==> src/ftps_defines.svh <==
// Constants for the FSK tone parameter selection block.
// Assumes a 20 MHz master clock on ref_clk_i and 32-bit AXI4-Lite data.
`ifndef FTPS_DEFINES_SVH
`define FTPS_DEFINES_SVH

`define FTPS_CLK_HZ        20000000
`define FTPS_ADDR_W        4
`define FTPS_OFF_CTRL      4'h0
`define FTPS_OFF_STATUS    4'h4

`define FTPS_CH_LSB        0
`define FTPS_CH_MSB        2
`define FTPS_BAUD_LSB      3
`define FTPS_BAUD_MSB      4
`define FTPS_DEV_BIT       5

`define FTPS_ST_TXF_LSB    0
`define FTPS_ST_TXF_MSB    2
`define FTPS_ST_RXF_LSB    3
`define FTPS_ST_RXF_MSB    5
`define FTPS_ST_TONE_BIT   6
`define FTPS_ST_TXB_BIT    7
`define FTPS_ST_RT_LSB     8
`define FTPS_ST_RT_MSB     15

`define FTPS_RST_CH        3'h0
`define FTPS_RST_BAUD      2'h2
`define FTPS_RST_DEV       1'h0

`define FTPS_CH0_HZ        18'd60000
`define FTPS_CH1_HZ        18'd66000
`define FTPS_CH2_HZ        18'd72000
`define FTPS_CH3_HZ        18'd76000
`define FTPS_CH4_HZ        18'd82050
`define FTPS_CH5_HZ        18'd86000
`define FTPS_CH6_HZ        18'd110000
`define FTPS_CH7_HZ        18'd132500

`define FTPS_BAUD600_HZ    13'd600
`define FTPS_BAUD1200_HZ   13'd1200
`define FTPS_BAUD2400_HZ   13'd2400
`define FTPS_BAUD4800_HZ   13'd4800

// Bit period in microseconds as printed, and in master clock cycles less one.
`define FTPS_BP600_US      1667
`define FTPS_BP1200_US     833
`define FTPS_BP2400_US     417
`define FTPS_BP4800_US     208
`define FTPS_BP600_CYC     16'((`FTPS_CLK_HZ / 600) - 1)
`define FTPS_BP1200_CYC    16'((`FTPS_CLK_HZ / 1200) - 1)
`define FTPS_BP2400_CYC    16'((`FTPS_CLK_HZ / 2400) - 1)
`define FTPS_BP4800_CYC    16'((`FTPS_CLK_HZ / 4800) - 1)

// Phase step per hertz: 2^48 / 20 MHz, used with a 42-bit product shifted by 16.
`define FTPS_INC_MUL       24'd14073749
`define FTPS_INC_SHIFT     16

`define FTPS_RESP_OKAY     2'h0
`define FTPS_RESP_SLVERR   2'h2

`endif

==> src/ftps_pkg.sv <==
// Types for the FSK tone parameter selection block.
// Assumes nothing beyond the constants header.
`default_nettype none
package ftps_pkg;
    typedef enum logic [1:0] {
        FTPS_BAUD_600  = 2'h0,
        FTPS_BAUD_1200 = 2'h1,
        FTPS_BAUD_2400 = 2'h2,
        FTPS_BAUD_4800 = 2'h3
    } ftps_baud_e;
    typedef logic [2:0] ftps_chan_t;
endpackage : ftps_pkg
`default_nettype wire

==> src/ftps_tone_select.sv <==
// FSK tone parameter selection: control register, bit period timer and tone generator.
// Assumes an AXI4-Lite master on ref_clk_i and an asynchronous transmit data pin.
//
// The placing of the registers and the AXI4-Lite interface to the registers were left to the implementer.
`include "ftps_defines.svh"
`default_nettype none

module ftps_tone_select (
    input  wire logic                     ref_clk_i,
    input  wire logic                     reset_n_i,
    input  wire logic [`FTPS_ADDR_W-1:0]  s_axi_awaddr_i,
    input  wire logic                     s_axi_awvalid_i,
    output logic                          s_axi_awready_o,
    input  wire logic [31:0]              s_axi_wdata_i,
    input  wire logic [3:0]               s_axi_wstrb_i,
    input  wire logic                     s_axi_wvalid_i,
    output logic                          s_axi_wready_o,
    output logic [1:0]                    s_axi_bresp_o,
    output logic                          s_axi_bvalid_o,
    input  wire logic                     s_axi_bready_i,
    input  wire logic [`FTPS_ADDR_W-1:0]  s_axi_araddr_i,
    input  wire logic                     s_axi_arvalid_i,
    output logic                          s_axi_arready_o,
    output logic [31:0]                   s_axi_rdata_o,
    output logic [1:0]                    s_axi_rresp_o,
    output logic                          s_axi_rvalid_o,
    input  wire logic                     s_axi_rready_i,
    input  wire logic                     tx_data_i,
    output logic                          tone_o,
    output logic                          bit_tick_o,
    output logic [2:0]                    tx_filter_sel_o,
    output logic [2:0]                    rx_filter_sel_o,
    output logic                          filter_retune_o
);

    function automatic logic [17:0] chan_hz(input ftps_pkg::ftps_chan_t ch);
        unique case (ch)
            3'h0: chan_hz = `FTPS_CH0_HZ;
            3'h1: chan_hz = `FTPS_CH1_HZ;
            3'h2: chan_hz = `FTPS_CH2_HZ;
            3'h3: chan_hz = `FTPS_CH3_HZ;
            3'h4: chan_hz = `FTPS_CH4_HZ;
            3'h5: chan_hz = `FTPS_CH5_HZ;
            3'h6: chan_hz = `FTPS_CH6_HZ;
            3'h7: chan_hz = `FTPS_CH7_HZ;
        endcase
    endfunction : chan_hz

    function automatic logic [12:0] baud_hz(input ftps_pkg::ftps_baud_e b);
        unique case (b)
            ftps_pkg::FTPS_BAUD_600:  baud_hz = `FTPS_BAUD600_HZ;
            ftps_pkg::FTPS_BAUD_1200: baud_hz = `FTPS_BAUD1200_HZ;
            ftps_pkg::FTPS_BAUD_2400: baud_hz = `FTPS_BAUD2400_HZ;
            ftps_pkg::FTPS_BAUD_4800: baud_hz = `FTPS_BAUD4800_HZ;
        endcase
    endfunction : baud_hz

    function automatic logic [15:0] bit_period_cyc(input ftps_pkg::ftps_baud_e b);
        unique case (b)
            ftps_pkg::FTPS_BAUD_600:  bit_period_cyc = `FTPS_BP600_CYC;
            ftps_pkg::FTPS_BAUD_1200: bit_period_cyc = `FTPS_BP1200_CYC;
            ftps_pkg::FTPS_BAUD_2400: bit_period_cyc = `FTPS_BP2400_CYC;
            ftps_pkg::FTPS_BAUD_4800: bit_period_cyc = `FTPS_BP4800_CYC;
        endcase
    endfunction : bit_period_cyc

    // Control state.
    ftps_pkg::ftps_chan_t  chan_q;
    ftps_pkg::ftps_baud_e  baud_q;
    logic                  dev_full_q;
    logic [7:0]            retune_cnt_q;
    logic                  tx_bit_q;

    // Write channel state.
    logic                     awready_q;
    logic                     wready_q;
    logic                     aw_got_q;
    logic                     w_got_q;
    logic [`FTPS_ADDR_W-1:0]  waddr_q;
    logic [31:0]              wdata_q;
    logic [3:0]               wstrb_q;
    logic                     bvalid_q;
    logic [1:0]               bresp_q;

    // Read channel state.
    logic         arready_q;
    logic         rvalid_q;
    logic [1:0]   rresp_q;
    logic [31:0]  rdata_q;

    logic         aw_fire;
    logic         w_fire;
    logic         wr_go;
    logic         ar_fire;

    assign aw_fire = s_axi_awvalid_i & awready_q;
    assign w_fire  = s_axi_wvalid_i & wready_q;
    assign wr_go   = aw_got_q & w_got_q & ~bvalid_q;
    assign ar_fire = s_axi_arvalid_i & arready_q;

    always_ff @(posedge ref_clk_i or negedge reset_n_i) begin
        if (!reset_n_i) begin
            awready_q <= 1'b1;
            aw_got_q  <= 1'b0;
            waddr_q   <= '0;
        end else begin
            if (aw_fire) begin
                awready_q <= 1'b0;
                aw_got_q  <= 1'b1;
                waddr_q   <= s_axi_awaddr_i;
            end else if (bvalid_q && s_axi_bready_i) begin
                awready_q <= 1'b1;
            end
            if (wr_go) begin
                aw_got_q <= 1'b0;
            end
        end
    end

    always_ff @(posedge ref_clk_i or negedge reset_n_i) begin
        if (!reset_n_i) begin
            wready_q <= 1'b1;
            w_got_q  <= 1'b0;
            wdata_q  <= '0;
            wstrb_q  <= '0;
        end else begin
            if (w_fire) begin
                wready_q <= 1'b0;
                w_got_q  <= 1'b1;
                wdata_q  <= s_axi_wdata_i;
                wstrb_q  <= s_axi_wstrb_i;
            end else if (bvalid_q && s_axi_bready_i) begin
                wready_q <= 1'b1;
            end
            if (wr_go) begin
                w_got_q <= 1'b0;
            end
        end
    end

    always_ff @(posedge ref_clk_i or negedge reset_n_i) begin
        if (!reset_n_i) begin
            bvalid_q <= 1'b0;
            bresp_q  <= `FTPS_RESP_OKAY;
        end else if (wr_go) begin
            bvalid_q <= 1'b1;
            bresp_q  <= (waddr_q == `FTPS_OFF_CTRL || waddr_q == `FTPS_OFF_STATUS) ?
                        `FTPS_RESP_OKAY : `FTPS_RESP_SLVERR;
        end else if (s_axi_bready_i) begin
            bvalid_q <= 1'b0;
        end
    end

    // The control register is live at all times; no reset or configuration mode is needed to change channel.
    always_ff @(posedge ref_clk_i or negedge reset_n_i) begin
        if (!reset_n_i) begin
            chan_q     <= `FTPS_RST_CH;
            baud_q     <= ftps_pkg::ftps_baud_e'(`FTPS_RST_BAUD);
            dev_full_q <= `FTPS_RST_DEV;
        end else if (wr_go && waddr_q == `FTPS_OFF_CTRL && wstrb_q[0]) begin
            chan_q     <= wdata_q[`FTPS_CH_MSB:`FTPS_CH_LSB];
            baud_q     <= ftps_pkg::ftps_baud_e'(wdata_q[`FTPS_BAUD_MSB:`FTPS_BAUD_LSB]);
            // Half deviation has no meaning at 600 baud, so it is stored as full deviation.
            dev_full_q <= wdata_q[`FTPS_DEV_BIT] |
                          (wdata_q[`FTPS_BAUD_MSB:`FTPS_BAUD_LSB] == 2'(ftps_pkg::FTPS_BAUD_600));
        end
    end

    always_ff @(posedge ref_clk_i or negedge reset_n_i) begin
        if (!reset_n_i) begin
            arready_q <= 1'b1;
            rvalid_q  <= 1'b0;
            rresp_q   <= `FTPS_RESP_OKAY;
            rdata_q   <= '0;
        end else if (ar_fire) begin
            arready_q <= 1'b0;
            rvalid_q  <= 1'b1;
            rresp_q   <= `FTPS_RESP_OKAY;
            rdata_q   <= '0;
            if (s_axi_araddr_i == `FTPS_OFF_CTRL) begin
                rdata_q[`FTPS_CH_MSB:`FTPS_CH_LSB]     <= chan_q;
                rdata_q[`FTPS_BAUD_MSB:`FTPS_BAUD_LSB] <= baud_q;
                rdata_q[`FTPS_DEV_BIT]                 <= dev_full_q;
            end else if (s_axi_araddr_i == `FTPS_OFF_STATUS) begin
                rdata_q[`FTPS_ST_TXF_MSB:`FTPS_ST_TXF_LSB] <= tx_filter_sel_o;
                rdata_q[`FTPS_ST_RXF_MSB:`FTPS_ST_RXF_LSB] <= rx_filter_sel_o;
                rdata_q[`FTPS_ST_TONE_BIT]                 <= tone_o;
                rdata_q[`FTPS_ST_TXB_BIT]                  <= tx_bit_q;
                rdata_q[`FTPS_ST_RT_MSB:`FTPS_ST_RT_LSB]   <= retune_cnt_q;
            end else begin
                rresp_q <= `FTPS_RESP_SLVERR;
            end
        end else if (rvalid_q && s_axi_rready_i) begin
            rvalid_q  <= 1'b0;
            arready_q <= 1'b1;
        end
    end

    // Both filters follow the one selected channel together, so the device never spans two channels.
    always_ff @(posedge ref_clk_i or negedge reset_n_i) begin
        if (!reset_n_i) begin
            tx_filter_sel_o <= `FTPS_RST_CH;
            rx_filter_sel_o <= `FTPS_RST_CH;
            filter_retune_o <= 1'b0;
            retune_cnt_q    <= '0;
        end else begin
            tx_filter_sel_o <= chan_q;
            rx_filter_sel_o <= chan_q;
            filter_retune_o <= (chan_q != tx_filter_sel_o);
            if (chan_q != tx_filter_sel_o) begin
                retune_cnt_q <= retune_cnt_q + 8'h01;
            end
        end
    end

    // Transmit data pin passes two flip-flops before use.
    logic        tx_sync1_q;
    logic        tx_sync2_q;
    logic [15:0] bit_cnt_q;

    always_ff @(posedge ref_clk_i or negedge reset_n_i) begin
        if (!reset_n_i) begin
            tx_sync1_q <= 1'b1;
            tx_sync2_q <= 1'b1;
        end else begin
            tx_sync1_q <= tx_data_i;
            tx_sync2_q <= tx_sync1_q;
        end
    end

    // A bit period change restarts the count, so the first tick after a baud change is a full period.
    ftps_pkg::ftps_baud_e baud_seen_q;

    always_ff @(posedge ref_clk_i or negedge reset_n_i) begin
        if (!reset_n_i) begin
            bit_cnt_q   <= '0;
            baud_seen_q <= ftps_pkg::ftps_baud_e'(`FTPS_RST_BAUD);
            bit_tick_o  <= 1'b0;
            tx_bit_q    <= 1'b1;
        end else begin
            baud_seen_q <= baud_q;
            bit_tick_o  <= 1'b0;
            if (baud_seen_q != baud_q) begin
                bit_cnt_q <= '0;
            end else if (bit_cnt_q >= bit_period_cyc(baud_q)) begin
                bit_cnt_q  <= '0;
                bit_tick_o <= 1'b1;
                tx_bit_q   <= tx_sync2_q;
            end else begin
                bit_cnt_q <= bit_cnt_q + 16'h0001;
            end
        end
    end

    // Tone frequency and its phase step.
    logic [17:0] half_space_hz;
    logic [17:0] tone_hz;
    logic [41:0] inc_prod;
    logic [31:0] inc_q;
    logic [31:0] phase_q;

    always_comb begin
        logic [12:0] b;
        b = baud_hz(baud_q);
        half_space_hz = dev_full_q ? 18'(b >> 1) : 18'(b >> 2);
        tone_hz = tx_bit_q ? chan_hz(tx_filter_sel_o) - half_space_hz
                           : chan_hz(tx_filter_sel_o) + half_space_hz;
        inc_prod = 42'(tone_hz) * 42'(`FTPS_INC_MUL);
    end

    // A phase accumulator divides the master clock; the average tone is exact to a fraction of a hertz
    // while each cycle is a whole number of master clocks, which is the rounding that a divider brings.
    always_ff @(posedge ref_clk_i or negedge reset_n_i) begin
        if (!reset_n_i) begin
            inc_q   <= '0;
            phase_q <= '0;
            tone_o  <= 1'b0;
        end else begin
            inc_q   <= inc_prod[`FTPS_INC_SHIFT +: 32];
            phase_q <= phase_q + inc_q;
            tone_o  <= phase_q[31];
        end
    end

    assign s_axi_awready_o = awready_q;
    assign s_axi_wready_o  = wready_q;
    assign s_axi_bvalid_o  = bvalid_q;
    assign s_axi_bresp_o   = bresp_q;
    assign s_axi_arready_o = arready_q;
    assign s_axi_rvalid_o  = rvalid_q;
    assign s_axi_rresp_o   = rresp_q;
    assign s_axi_rdata_o   = rdata_q;

endmodule : ftps_tone_select
`default_nettype wire

==> config.mk <==
export PLATFORM = sky130hd
export DESIGN_NAME = ftps_tone_select
export DESIGN_NICKNAME = d
export VERILOG_FILES = /design/src/ftps_pkg.sv /design/src/ftps_tone_select.sv
export VERILOG_INCLUDE_DIRS = /design/src
export SDC_FILE = /design/constraint.sdc
export NUM_CORES = 1
export LEC_CHECK = 0
export BUFFER_PORTS_ARGS = -buffer_cell sky130_fd_sc_hd__buf_2
export CAP_MARGIN = 20
export CORE_ASPECT_RATIO = 0.5
export CORE_MARGIN = 2
export CORE_UTILIZATION = 60
export DETAILED_ROUTE_END_ITERATION = 8
export GPL_TIMING_DRIVEN = 0
export PLACE_DENSITY = 0.79
export SLEW_MARGIN = 20
export SYNTH_ARGS = -nofsm -noshare
export SYNTH_HDL_FRONTEND = slang
export SYNTH_SLANG_ARGS = --single-unit
==> constraint.sdc <==
create_clock -name ref_clk_i -period 14.3 [get_ports ref_clk_i]
set_clock_uncertainty 0.1 [all_clocks]
set_input_delay 2.86 -clock ref_clk_i [delete_from_list [all_inputs] [get_ports ref_clk_i]]
set_output_delay 2.86 -clock ref_clk_i [all_outputs]
set_load 0.05 [all_outputs]
; Word level (Yosys, flattened, before mapping)
; Memories as Yosys holds them, arrays and structs flattened.
; Index checks and enable logic that the tools add are counted.
; W data, S select, Z words.
[word_totals]
regBits = 137
latch_bits = 0
ramBits = 0
rom_bits = 256
wordCells = 96
mem_count = 2
[mem_list]
columns = name, depth, word_bits, rd, rd_clocked_by_memory_dff, write_ports, line
row1 = (no name shown), 8, 16, 1, 0, 0, ftps_tone_select.sv:37  ; unique case (ch)
row2 = (no name shown), 8, 16, 1, 0, 0, ftps_tone_select.sv:37
[classes]
n_addsub = 5
n_mul = 1
n_div = 0
order_cmp = 1
eq_ne = 7
shift = 0
n_mux = 28
bitwise_logic = 8
reduce_logical = 16
[op_table]
columns = cell, count
row1 = $mux W16, 4
row2 = $pmux W16 S4, 1
row3 = $pmux W13 S4, 1
row4 = $mul A18 B24 Y42 const B, 1
row5 = $add A32 B26 Y32, 1
row6 = $add A18 B12 Y18, 1
row7 = $mux W18, 1
row8 = $sub A18 B12 Y18, 1
row9 = $add A16 B1 Y16 const B, 1
row10 = $ge A16 B16 Y1, 1
row11 = $mux W1, 15
row12 = $mux W12, 1
row13 = $reduce_bool A2 Y1, 6
row14 = $mux W10, 1
row15 = $add A8 B1 Y8 const B, 1
row16 = $eq A4 B3 Y1 const B, 2
row17 = $logic_not A4 Y1, 2
row18 = $mux W2, 3
row19 = $mux W6, 1
row20 = $and A1 B1 Y1, 5
row21 = $eq A2 B2 Y1 const B, 2
row22 = $logic_and A1 B1 Y1, 4
row23 = $logic_not A2 Y1, 2
row24 = $ne A3 B3 Y1, 1
row25 = 6 further kinds, 7

; Logic depth before layout (Yosys ltp)
; Gate-level depths: netlist (run 1).
[logic_depth]
depth_word = 6
ltp_mapped = 41

; Worst setup path after synthesis (run 1)
; No wires, ideal clock.
[synth_timing]
kind = reg2reg
startpoint = reg baud_q[1]
endpoint = reg inc_q[25]
arrival_time_ns = 9.009
required_ns = 14.120
slack_ns = 5.111
path_stages_with_launch = 40
n_path_buf = 0
period_less_slack_ns = 9.189
path_cell_list = dfstp_2 > inv_1 > ha_1 > nor2_1 > nor2_1 > mux2_2 > inv_1 > and3_1 > a21oi_1 > xnor2_1 > ha_1 > a21o_1 > a21oi_1 > o21a_1 > a21oi_1 > a311o_1 > xor2_2 > inv_1 > [... 4 more ...] > fa_1 > inv_1 > fa_1 > fa_1 > inv_1 > fa_1 > inv_1 > ha_1 > inv_1 > a31oi_1 > o21a_1 > o21ai_0 > nand2b_1 > a31o_2 > or4_1 > a31o_1 > a21oi_2 > xnor2_1
[synth_between]
elab_chain_len = 6
elab_cells_between_ends = 10
cone_classes = 2 x add/sub / 1 x mul / 3 x eq/ne / 3 x mux / 1 x reduce/logical
[synth_lines]
columns = item, line
row1 = "start, declared", ftps_tone_select.sv:69  ; ftps_pkg::ftps_baud_e baud_q;
row2 = "start signal, assigned", ftps_tone_select.sv:158  ; baud_q <= ftps_pkg::ftps_baud_e'(`FTPS_RST_BAUD);
row3 = "start signal, assigned", ftps_tone_select.sv:162  ; baud_q <= ftps_pkg::ftps_baud_e'(wdata_q[`FTPS_BAUD_MSB:`FTPS_BAUD_LSB]);
row4 = $eq A2 B2 Y1 (tied with other cells), ftps_tone_select.sv:50  ; unique case (b)
row5 = $pmux W13 S4 *, ftps_tone_select.sv:50
row6 = $mux W12 *, ftps_tone_select.sv:265  ; half_space_hz = dev_full_q ? 18'(b >> 1) : 18'(b >> 2);
row7 = $add A18 B12 Y18 / $sub A18 B12 Y18 (equally long branches), "ftps_tone_select.sv:267, ftps_tone_select.sv:266"
row8 = $mux W18 *, ftps_tone_select.sv:266  ; tone_hz = tx_bit_q ? chan_hz(tx_filter_sel_o) - half_space_hz
row9 = $mul A18 B24 Y42 *, ftps_tone_select.sv:268  ; inc_prod = 42'(tone_hz) * 42'(`FTPS_INC_MUL);
row10 = named net inc_prod[41], ftps_tone_select.sv:258  ; logic [41:0] inc_prod;
row11 = "end signal, assigned", ftps_tone_select.sv:279  ; inc_q <= inc_prod[`FTPS_INC_SHIFT +: 32];
row12 = "end, declared", ftps_tone_select.sv:259  ; logic [31:0] inc_q;
; The timed path passes the listed nets; every way through them passes the cells marked *. The select of a mux whose other input is x is not followed.
; A chain may end at the register's enable or synchronous reset.

; Worst setup path after layout (run 1)
; Ends and elaborated chain as after synthesis.

==> run_results.csv, run 1 <==
group,metric,value,unit
sta,relSlewSlack,0.314,
clocking,clockRootBuffer,"clkbuf_16",
placement,place_inst,1875,
setup_path,cpLargestDelayFamily,"adder cells",
setup_path,criticalPathCategory,"flip-flop to flip-flop",
detailed_routing,wl,32300,µm
clocking,cts_tree,"yes",
setup_path,reg2reg_from,"baud_q[1]",
flow_run,maxCapViolCount,0,
floorplan,initial_core_util,0.613,
clocking,numClockSinks,135,
sta,fmax,92.6,MHz
sta,period_share,0.755,
logic_synthesis,yosys.area.top_type,"fa_1",
clocking,clk_path_buf_depth,2,
clocking,h-tree-depth,4,
layout,multi_input_area,10100,µm²
setup_path,critPathSlowestCell,"xnor2_1",
grt,grt_pass1_vias,11200,
sta,fin_tns_setup,0,ps
layout,flow.area_growth_from_synthesis,9.36,%
detailed_routing,via_count,10500,
setup_path,cp.arrival,11050,ps
placement,gp_congestion,0.910,
sta,finalHoldViolCount,0,
hold_path,hold_depth,0,
sta,finalCriticalPeriod,10790,ps
detailed_routing,ant_nets,0,
setup_path,cpMostUsedCell,"inv_1",
layout,nFillCells,1809,
hold_path,hold_start,"tx_sync1_q",
logic_synthesis,synth_edf_count,0,
hold_path,worstHoldPathType,"flip-flop to flip-flop",
placement,dpl_cell_area,15500,µm²
clocking,numCtsBuffers,17,
hold_path,holdPathEnd,"tx_sync2_q",
setup_path,rr_worst_depth,35,
logic_synthesis,ys_ff_latch,135,
layout,diodes,0,
outcome,status,"completed",
grt,overflow,0,
logic_synthesis,avgSynthCellArea,10.0,µm²
logic_synthesis,yosys_warnings,0,
grt,antenna_found_initial,0,
setup_path,worstPathRequired,14560,ps
layout,layout-drive-gt1-share,0.0942,
setup_path,cp-end-kind,"flip-flop",
setup_path,crit_fanout,9,
detailed_routing,wl_per_cell,16.9,µm
grt,grt_max_degree,101,
clocking,ctsHoldBuffers,0,
floorplan,die_y,115,µm
clocking,cts_resized,0,
logic_synthesis,yosys-top-cells-area,"fa_1 23%, dfrtp_1 22%, ha_1 18%",
sta,rsz0062_at_grt,"no",
layout,final_area,16100,µm²
detailed_routing,firstDrtPassIters,6,
grt,grt_pass1_wl,54500,µm
detailed_routing,via_per_inst,5.48,
logic_synthesis,synthFlopType,"dfrtp_1",
floorplan,die_w,226,µm
sta,max_slew.worst_pin.slew,1020,ps
grt,grt_usage,0.271,
placement,hpwl,26400,µm
logic_synthesis,synthArstFlopShare,1.00,
setup_path,slowest_delay,820,ps
setup_path,path_buf_inv,6,
layout,mostFrequentLayoutCells,"291 x inv_1, 217 x ha_1, 167 x fa_1",
layout,regArea,3390,µm²
clocking,postCtsSetupRepairBufs,0,
layout,mostFrequentLayoutCell,"inv_1",
placement,io_buffers,53,
logic_synthesis,synthCells,1468,
logic_synthesis,synth_area,14800,µm²
clocking,clkTransAtPathRegs,70,ps
detailed_routing,drt_first_iter_violations,557,
layout,layout.nets,1994,
setup_path,critPathLaunchType,"flip-flop",
floorplan,core-area,24100,µm²
logic_synthesis,ys_types,66,
floorplan,die-area,25900,µm²
layout,fin_cells,1907,
floorplan,io_pins,102,
setup_path,reg2reg_slack,3510,ps
clocking,insertion_delay,450,ps
floorplan,num_rows,40,
logic_synthesis,synth_seq_area_share,0.230,
detailed_routing,route.detailed.drc,0,
logic_synthesis,synth_top_area_frac,0.227,
sta,setup_violations,0,
sta,finalMaxSlewViolations,0,
setup_path,timing.rr.end,"inc_q[25]",
## cell usage after synthesis (9+ instances only)
cell type,n
nor2b_1,14
nand2_1,59
nand2b_1,11
inv_1,291
o21ai_0,33
mux2i_1,14
xnor2_1,64
o31ai_1,9
a21oi_1,59
nor2_1,89
xor2_1,33
nand3_1,27
fa_1,167
dfrtp_1,127
a22o_1,10
buf_4,21
o21a_1,17
and3_1,12
nor3_1,13
mux2_2,20
clkbuf_1,19
ha_1,217
a21o_1,36
## metrics by stage
stage | util | hold WS, ps | setup WS [ps]
3_5_place_dp | 0.645 | 253 | 3700
6_report | 0.670 | 258 | 3510
4_1_cts | 0.670 | 260 | 3610
3_3_place_gp | 0.644 | 249 | 3860
5_1_grt | 0.670 | 264 | 2920
2_1_floorplan | - | 245 | 5110
## worst max-delay path by stage
stage | start | end | slack, ps | cells past startpoint
6_report | baud_q[1] | inc_q[25] | 3510 | 35
5_1_grt | baud_q[1] | inc_q[25] | 2920 | 35
4_1_cts | baud_q[1] | inc_q[25] | 3610 | 35
3_5_place_dp | baud_q[1] | inc_q[25] | 3700 | 35
3_3_place_gp | baud_q[1] | inc_q[25] | 3860 | 35
2_1_floorplan | baud_q[1] | inc_q[25] | 5110 | 39
## per-layer routing
layer / GRT usage / vias to the layer above / wire length (µm)
li1: - / 4932 / -
met1: 0.340 / 5212 / 13900
met2: 0.481 / 255 / 16100
met3: 0.0480 / 56 / 1390
met4: 0.0932 / 0 / 826
met5: 0 / - / 0
## worst register-to-register path: cells and delay by family, from the launching register on
family,cells,cell delay [ps]
AO/OA/AOI/OAI,11,2390
XOR/XNOR,3,1230
adder cells (fa/ha/maj),9,4060
buffers and inverters,6,740
flip-flops,1,650
AND/OR/NAND/NOR,6,1550
## state kept, by name, summed over array words and instances, names as in the netlist, 2 cells and up
register,cells
retune_cnt_q,8
rx_filter_sel_o,3
baud_seen_q,2
s_axi_rdata_o,16
inc_q,26
bit_cnt_q,16
phase_q,32
baud_q,2
waddr_q,4
chan_q,3
wdata_q,6
## logic make-up after synthesis
family	Yosys count	share of synthesized area
compound gates	225	0.102
other cells	1	0.000254
fa+ha+maj	384	0.411
flops	135	0.230
simple gates	256	0.0819
buf+inv	334	0.0903
mux	34	0.0248
xor+xnor	99	0.0603
## layout make-up
type,count,share of cell area
plain buffers,42,0.0147
clock buffers,17,0.0264
clock inverters,15,0.0103
inverters,292,0.0679
multi-input cells,1016,0.626
flip-flops and latches,135,0.210
well taps,336,0.0261
repair buffers,54,0.0188
Power of run 1 is left out: the tool's default activity adds up to more than one toggle a clock period on the data nets, which glitch-free logic cannot reach.
==> inputs of run 2 (changes only) <==
--- a/config.mk
+++ b/config.mk
@@ -6,11 +6,12 @@
 export SDC_FILE = /design/constraint.sdc
 export NUM_CORES = 1
 export LEC_CHECK = 0
+export ABC_AREA = 1
 export BUFFER_PORTS_ARGS = -buffer_cell sky130_fd_sc_hd__buf_2
 export CAP_MARGIN = 20
 export CORE_ASPECT_RATIO = 0.5
 export CORE_MARGIN = 2
-export CORE_UTILIZATION = 60
+export CORE_UTILIZATION = 57
 export DETAILED_ROUTE_END_ITERATION = 8
 export GPL_TIMING_DRIVEN = 0
 export PLACE_DENSITY = 0.79
==> constraint.sdc (replaced) <==
create_clock -name ref_clk_i -period 8.95 [get_ports ref_clk_i]
set_clock_uncertainty 0.1 [all_clocks]
set_input_delay 1.79 -clock ref_clk_i [delete_from_list [all_inputs] [get_ports ref_clk_i]]
set_output_delay 1.79 -clock ref_clk_i [all_outputs]
set_load 0.05 [all_outputs]
==> run 2 against run 1 <==
Compared with the run above: sequential share of layout area fell by 1.7 points; hold slack got worse by 3.0 ps; cell count rose by 21%; design area rose by 8.7%; worst setup slack got worse by 3400 ps; global-route usage fell by 0.26 points.
==> run_results.csv, run 2 <==
group,metric,value,unit
floorplan,die_y,121,µm
detailed_routing,drt_first_iter_violations,1016,
detailed_routing,via_per_inst,5.29,
sta,fmax,113,MHz
grt,grt_pass1_wl,60600,µm
setup_path,crit_fanout,6,
clocking,insertion_delay,450,ps
logic_synthesis,synth_seq_area_share,0.217,
logic_synthesis,ys_ff_latch,135,
sta,period_share,0.987,
sta,max_slew.worst_pin.slew,970,ps
logic_synthesis,synth.most_common_cell,"inv_1",
floorplan,die_w,238,µm
logic_synthesis,synthCells,1820,
logic_synthesis,yosys.area.top_type,"fa_1",
logic_synthesis,synthFlopType,"dfrtp_1",
setup_path,cp-end-kind,"flip-flop",
setup_path,rr_worst_depth,41,
layout,mostFrequentLayoutCell,"inv_1",
hold_path,hold_depth,0,
placement,place_inst,2244,
setup_path,cp.arrival,9050,ps
sta,rsz0062_at_grt,"yes",
sta,relSlewSlack,0.349,
logic_synthesis,ys_types,43,
placement,gp_congestion,0.940,
clocking,clkTransAtPathRegs,60,ps
detailed_routing,firstDrtPassIters,5,
sta,finalMaxSlewViolations,0,
logic_synthesis,synth_common_cells,"409 x inv_1, 273 x nand2_1, 217 x ha_1, 167 x fa_1, 127 x dfrtp_1",
clocking,clockRootBuffer,"clkbuf_16",
detailed_routing,wl,37100,µm
clocking,numCtsBuffers,17,
logic_synthesis,synthArstFlopShare,1.00,
logic_synthesis,synth_edf_count,0,
grt,overflow,0,
placement,dpl_cell_area,16400,µm²
sta,setup_violations,0,
logic_synthesis,yosys_warnings,0,
floorplan,io_pins,102,
setup_path,worstPathRequired,9170,ps
logic_synthesis,synth_area,15600,µm²
logic_synthesis,synth_top_area_frac,0.214,
setup_path,cpMostUsedCell,"inv_1",
detailed_routing,wl_per_cell,16.1,µm
floorplan,initial_core_util,0.585,
hold_path,worstHoldPathType,"flip-flop to flip-flop",
layout,layout.nets,2375,
grt,grt_usage,0.269,
setup_path,criticalPathCategory,"flip-flop to flip-flop",
layout,largest_reg_flops,32,
flow_run,maxCapViolCount,0,
grt,grt_max_degree,93,
layout,mostFrequentLayoutCells,"404 x inv_1, 268 x nand2_1, 203 x ha_1",
floorplan,die-area,28800,µm²
clocking,h-tree-depth,4,
setup_path,critPathLaunchType,"flip-flop",
floorplan,num_rows,42,
grt,antenna_found_initial,0,
logic_synthesis,yosys-top-cells-area,"fa_1 21%, dfrtp_1 20%, ha_1 17%",
sta,finalHoldViolCount,0,
clocking,ctsHoldBuffers,0,
detailed_routing,via_count,12200,
layout,regMostFlops,"phase_q",
layout,flow.area_growth_from_synthesis,12.3,%
logic_synthesis,avgSynthCellArea,8.58,µm²
grt,grt_pass1_vias,12400,
setup_path,reg2reg_slack,120,ps
placement,io_buffers,54,
layout,layout-drive-gt1-share,0.116,
sta,timing.hold.ws,255,ps
setup_path,critPathSlowestCell,"fa_1",
placement,hpwl,29500,µm
layout,reg_top3,"phase_q: 32 flops, inc_q: 26 flops",
floorplan,core-area,26700,µm²
clocking,clk_path_buf_depth,2,
detailed_routing,route.detailed.drc,0,
sta,finalCriticalPeriod,8830,ps
detailed_routing,ant_nets,0,
layout,nFillCells,2065,
layout,fin_cells,2304,
setup_path,slowest_delay,580,ps
layout,final_area,17500,µm²
clocking,numClockSinks,135,
clocking,cts_tree,"yes",
outcome,status,"completed",
layout,diodes,0,
-- run 2: timing repair --
action                     4_1_cts  5_1_grt
cloned                           0        0
gates resized for setup         24       61
pin swaps                        5       17
setup buffers                    5       23
setup endpoints to repair       22       21
-- run 2: kinds of logic after synthesis --
kind of cell	after synthesis	share of synthesized area
other cells	1	0.000240
flops	135	0.217
simple gates	501	0.134
compound gates	258	0.0950
fa+ha+maj	384	0.388
xor+xnor	94	0.0537
buf+inv	447	0.112
-- run 2: metal layers --
layer / part of all wire / wire (µm) / track usage
met3: 0.060 / 2210 / 0.0571
met1: 0.45 / 16500 / 0.361
met2: 0.47 / 17500 / 0.446
met4: 0.024 / 881 / 0.0734
met5: 0 / 0 / 0
-- run 2: cell type report --
| type | count | area [µm²] | share of cell area |
|---|---|---|---|
| clock inverters | 13 | 120 | 0.00685 |
| multi-input cells | 1255 | 10900 | 0.620 |
| plain buffers | 34 | 208 | 0.0118 |
| inverters | 413 | 1550 | 0.0886 |
| well taps | 352 | 440 | 0.0251 |
| flip-flops and latches | 135 | 3390 | 0.193 |
| repair buffers | 83 | 518 | 0.0295 |
| clock buffers | 19 | 443 | 0.0253 |
-- run 2: final timing paths --
path                             from    endpoint
max                         baud_q[1]   inc_q[17]
min                        tx_sync1_q  tx_sync2_q
max reg2reg                 baud_q[1]   inc_q[17]
min reg2reg                tx_sync1_q  tx_sync2_q
max in group asynchronous   reset_n_i   baud_q[0]
min in group asynchronous   reset_n_i  phase_q[0]
-- run 2: critical path: cells and delay by family, from the launching register on --
family / cells / cell delay [ps]
AOI/OAI and AO/OA: 9 / 1570
buffers and inverters: 10 / 1050
adders and majority gates: 10 / 4090
xor gates and xnor gates: 3 / 490
and+or+nand+nor: 9 / 830
DFF: 1 / 560
-- run 2: through the flow --
| stage | TNS [ps] | setup WS (ps) | utilization |
|---|---|---|---|
| final | 0 | 120 | 0.657 |
| after global routing | -2290 | -295 | 0.657 |
| after CTS | 0 | 2.52 | 0.642 |
| after detailed placement | -6790 | -733 | 0.615 |
| after global placement | -3710 | -565 | 0.614 |
| after floorplan | 0 | 845 | - |
Power of run 2 is left out for the same reason.
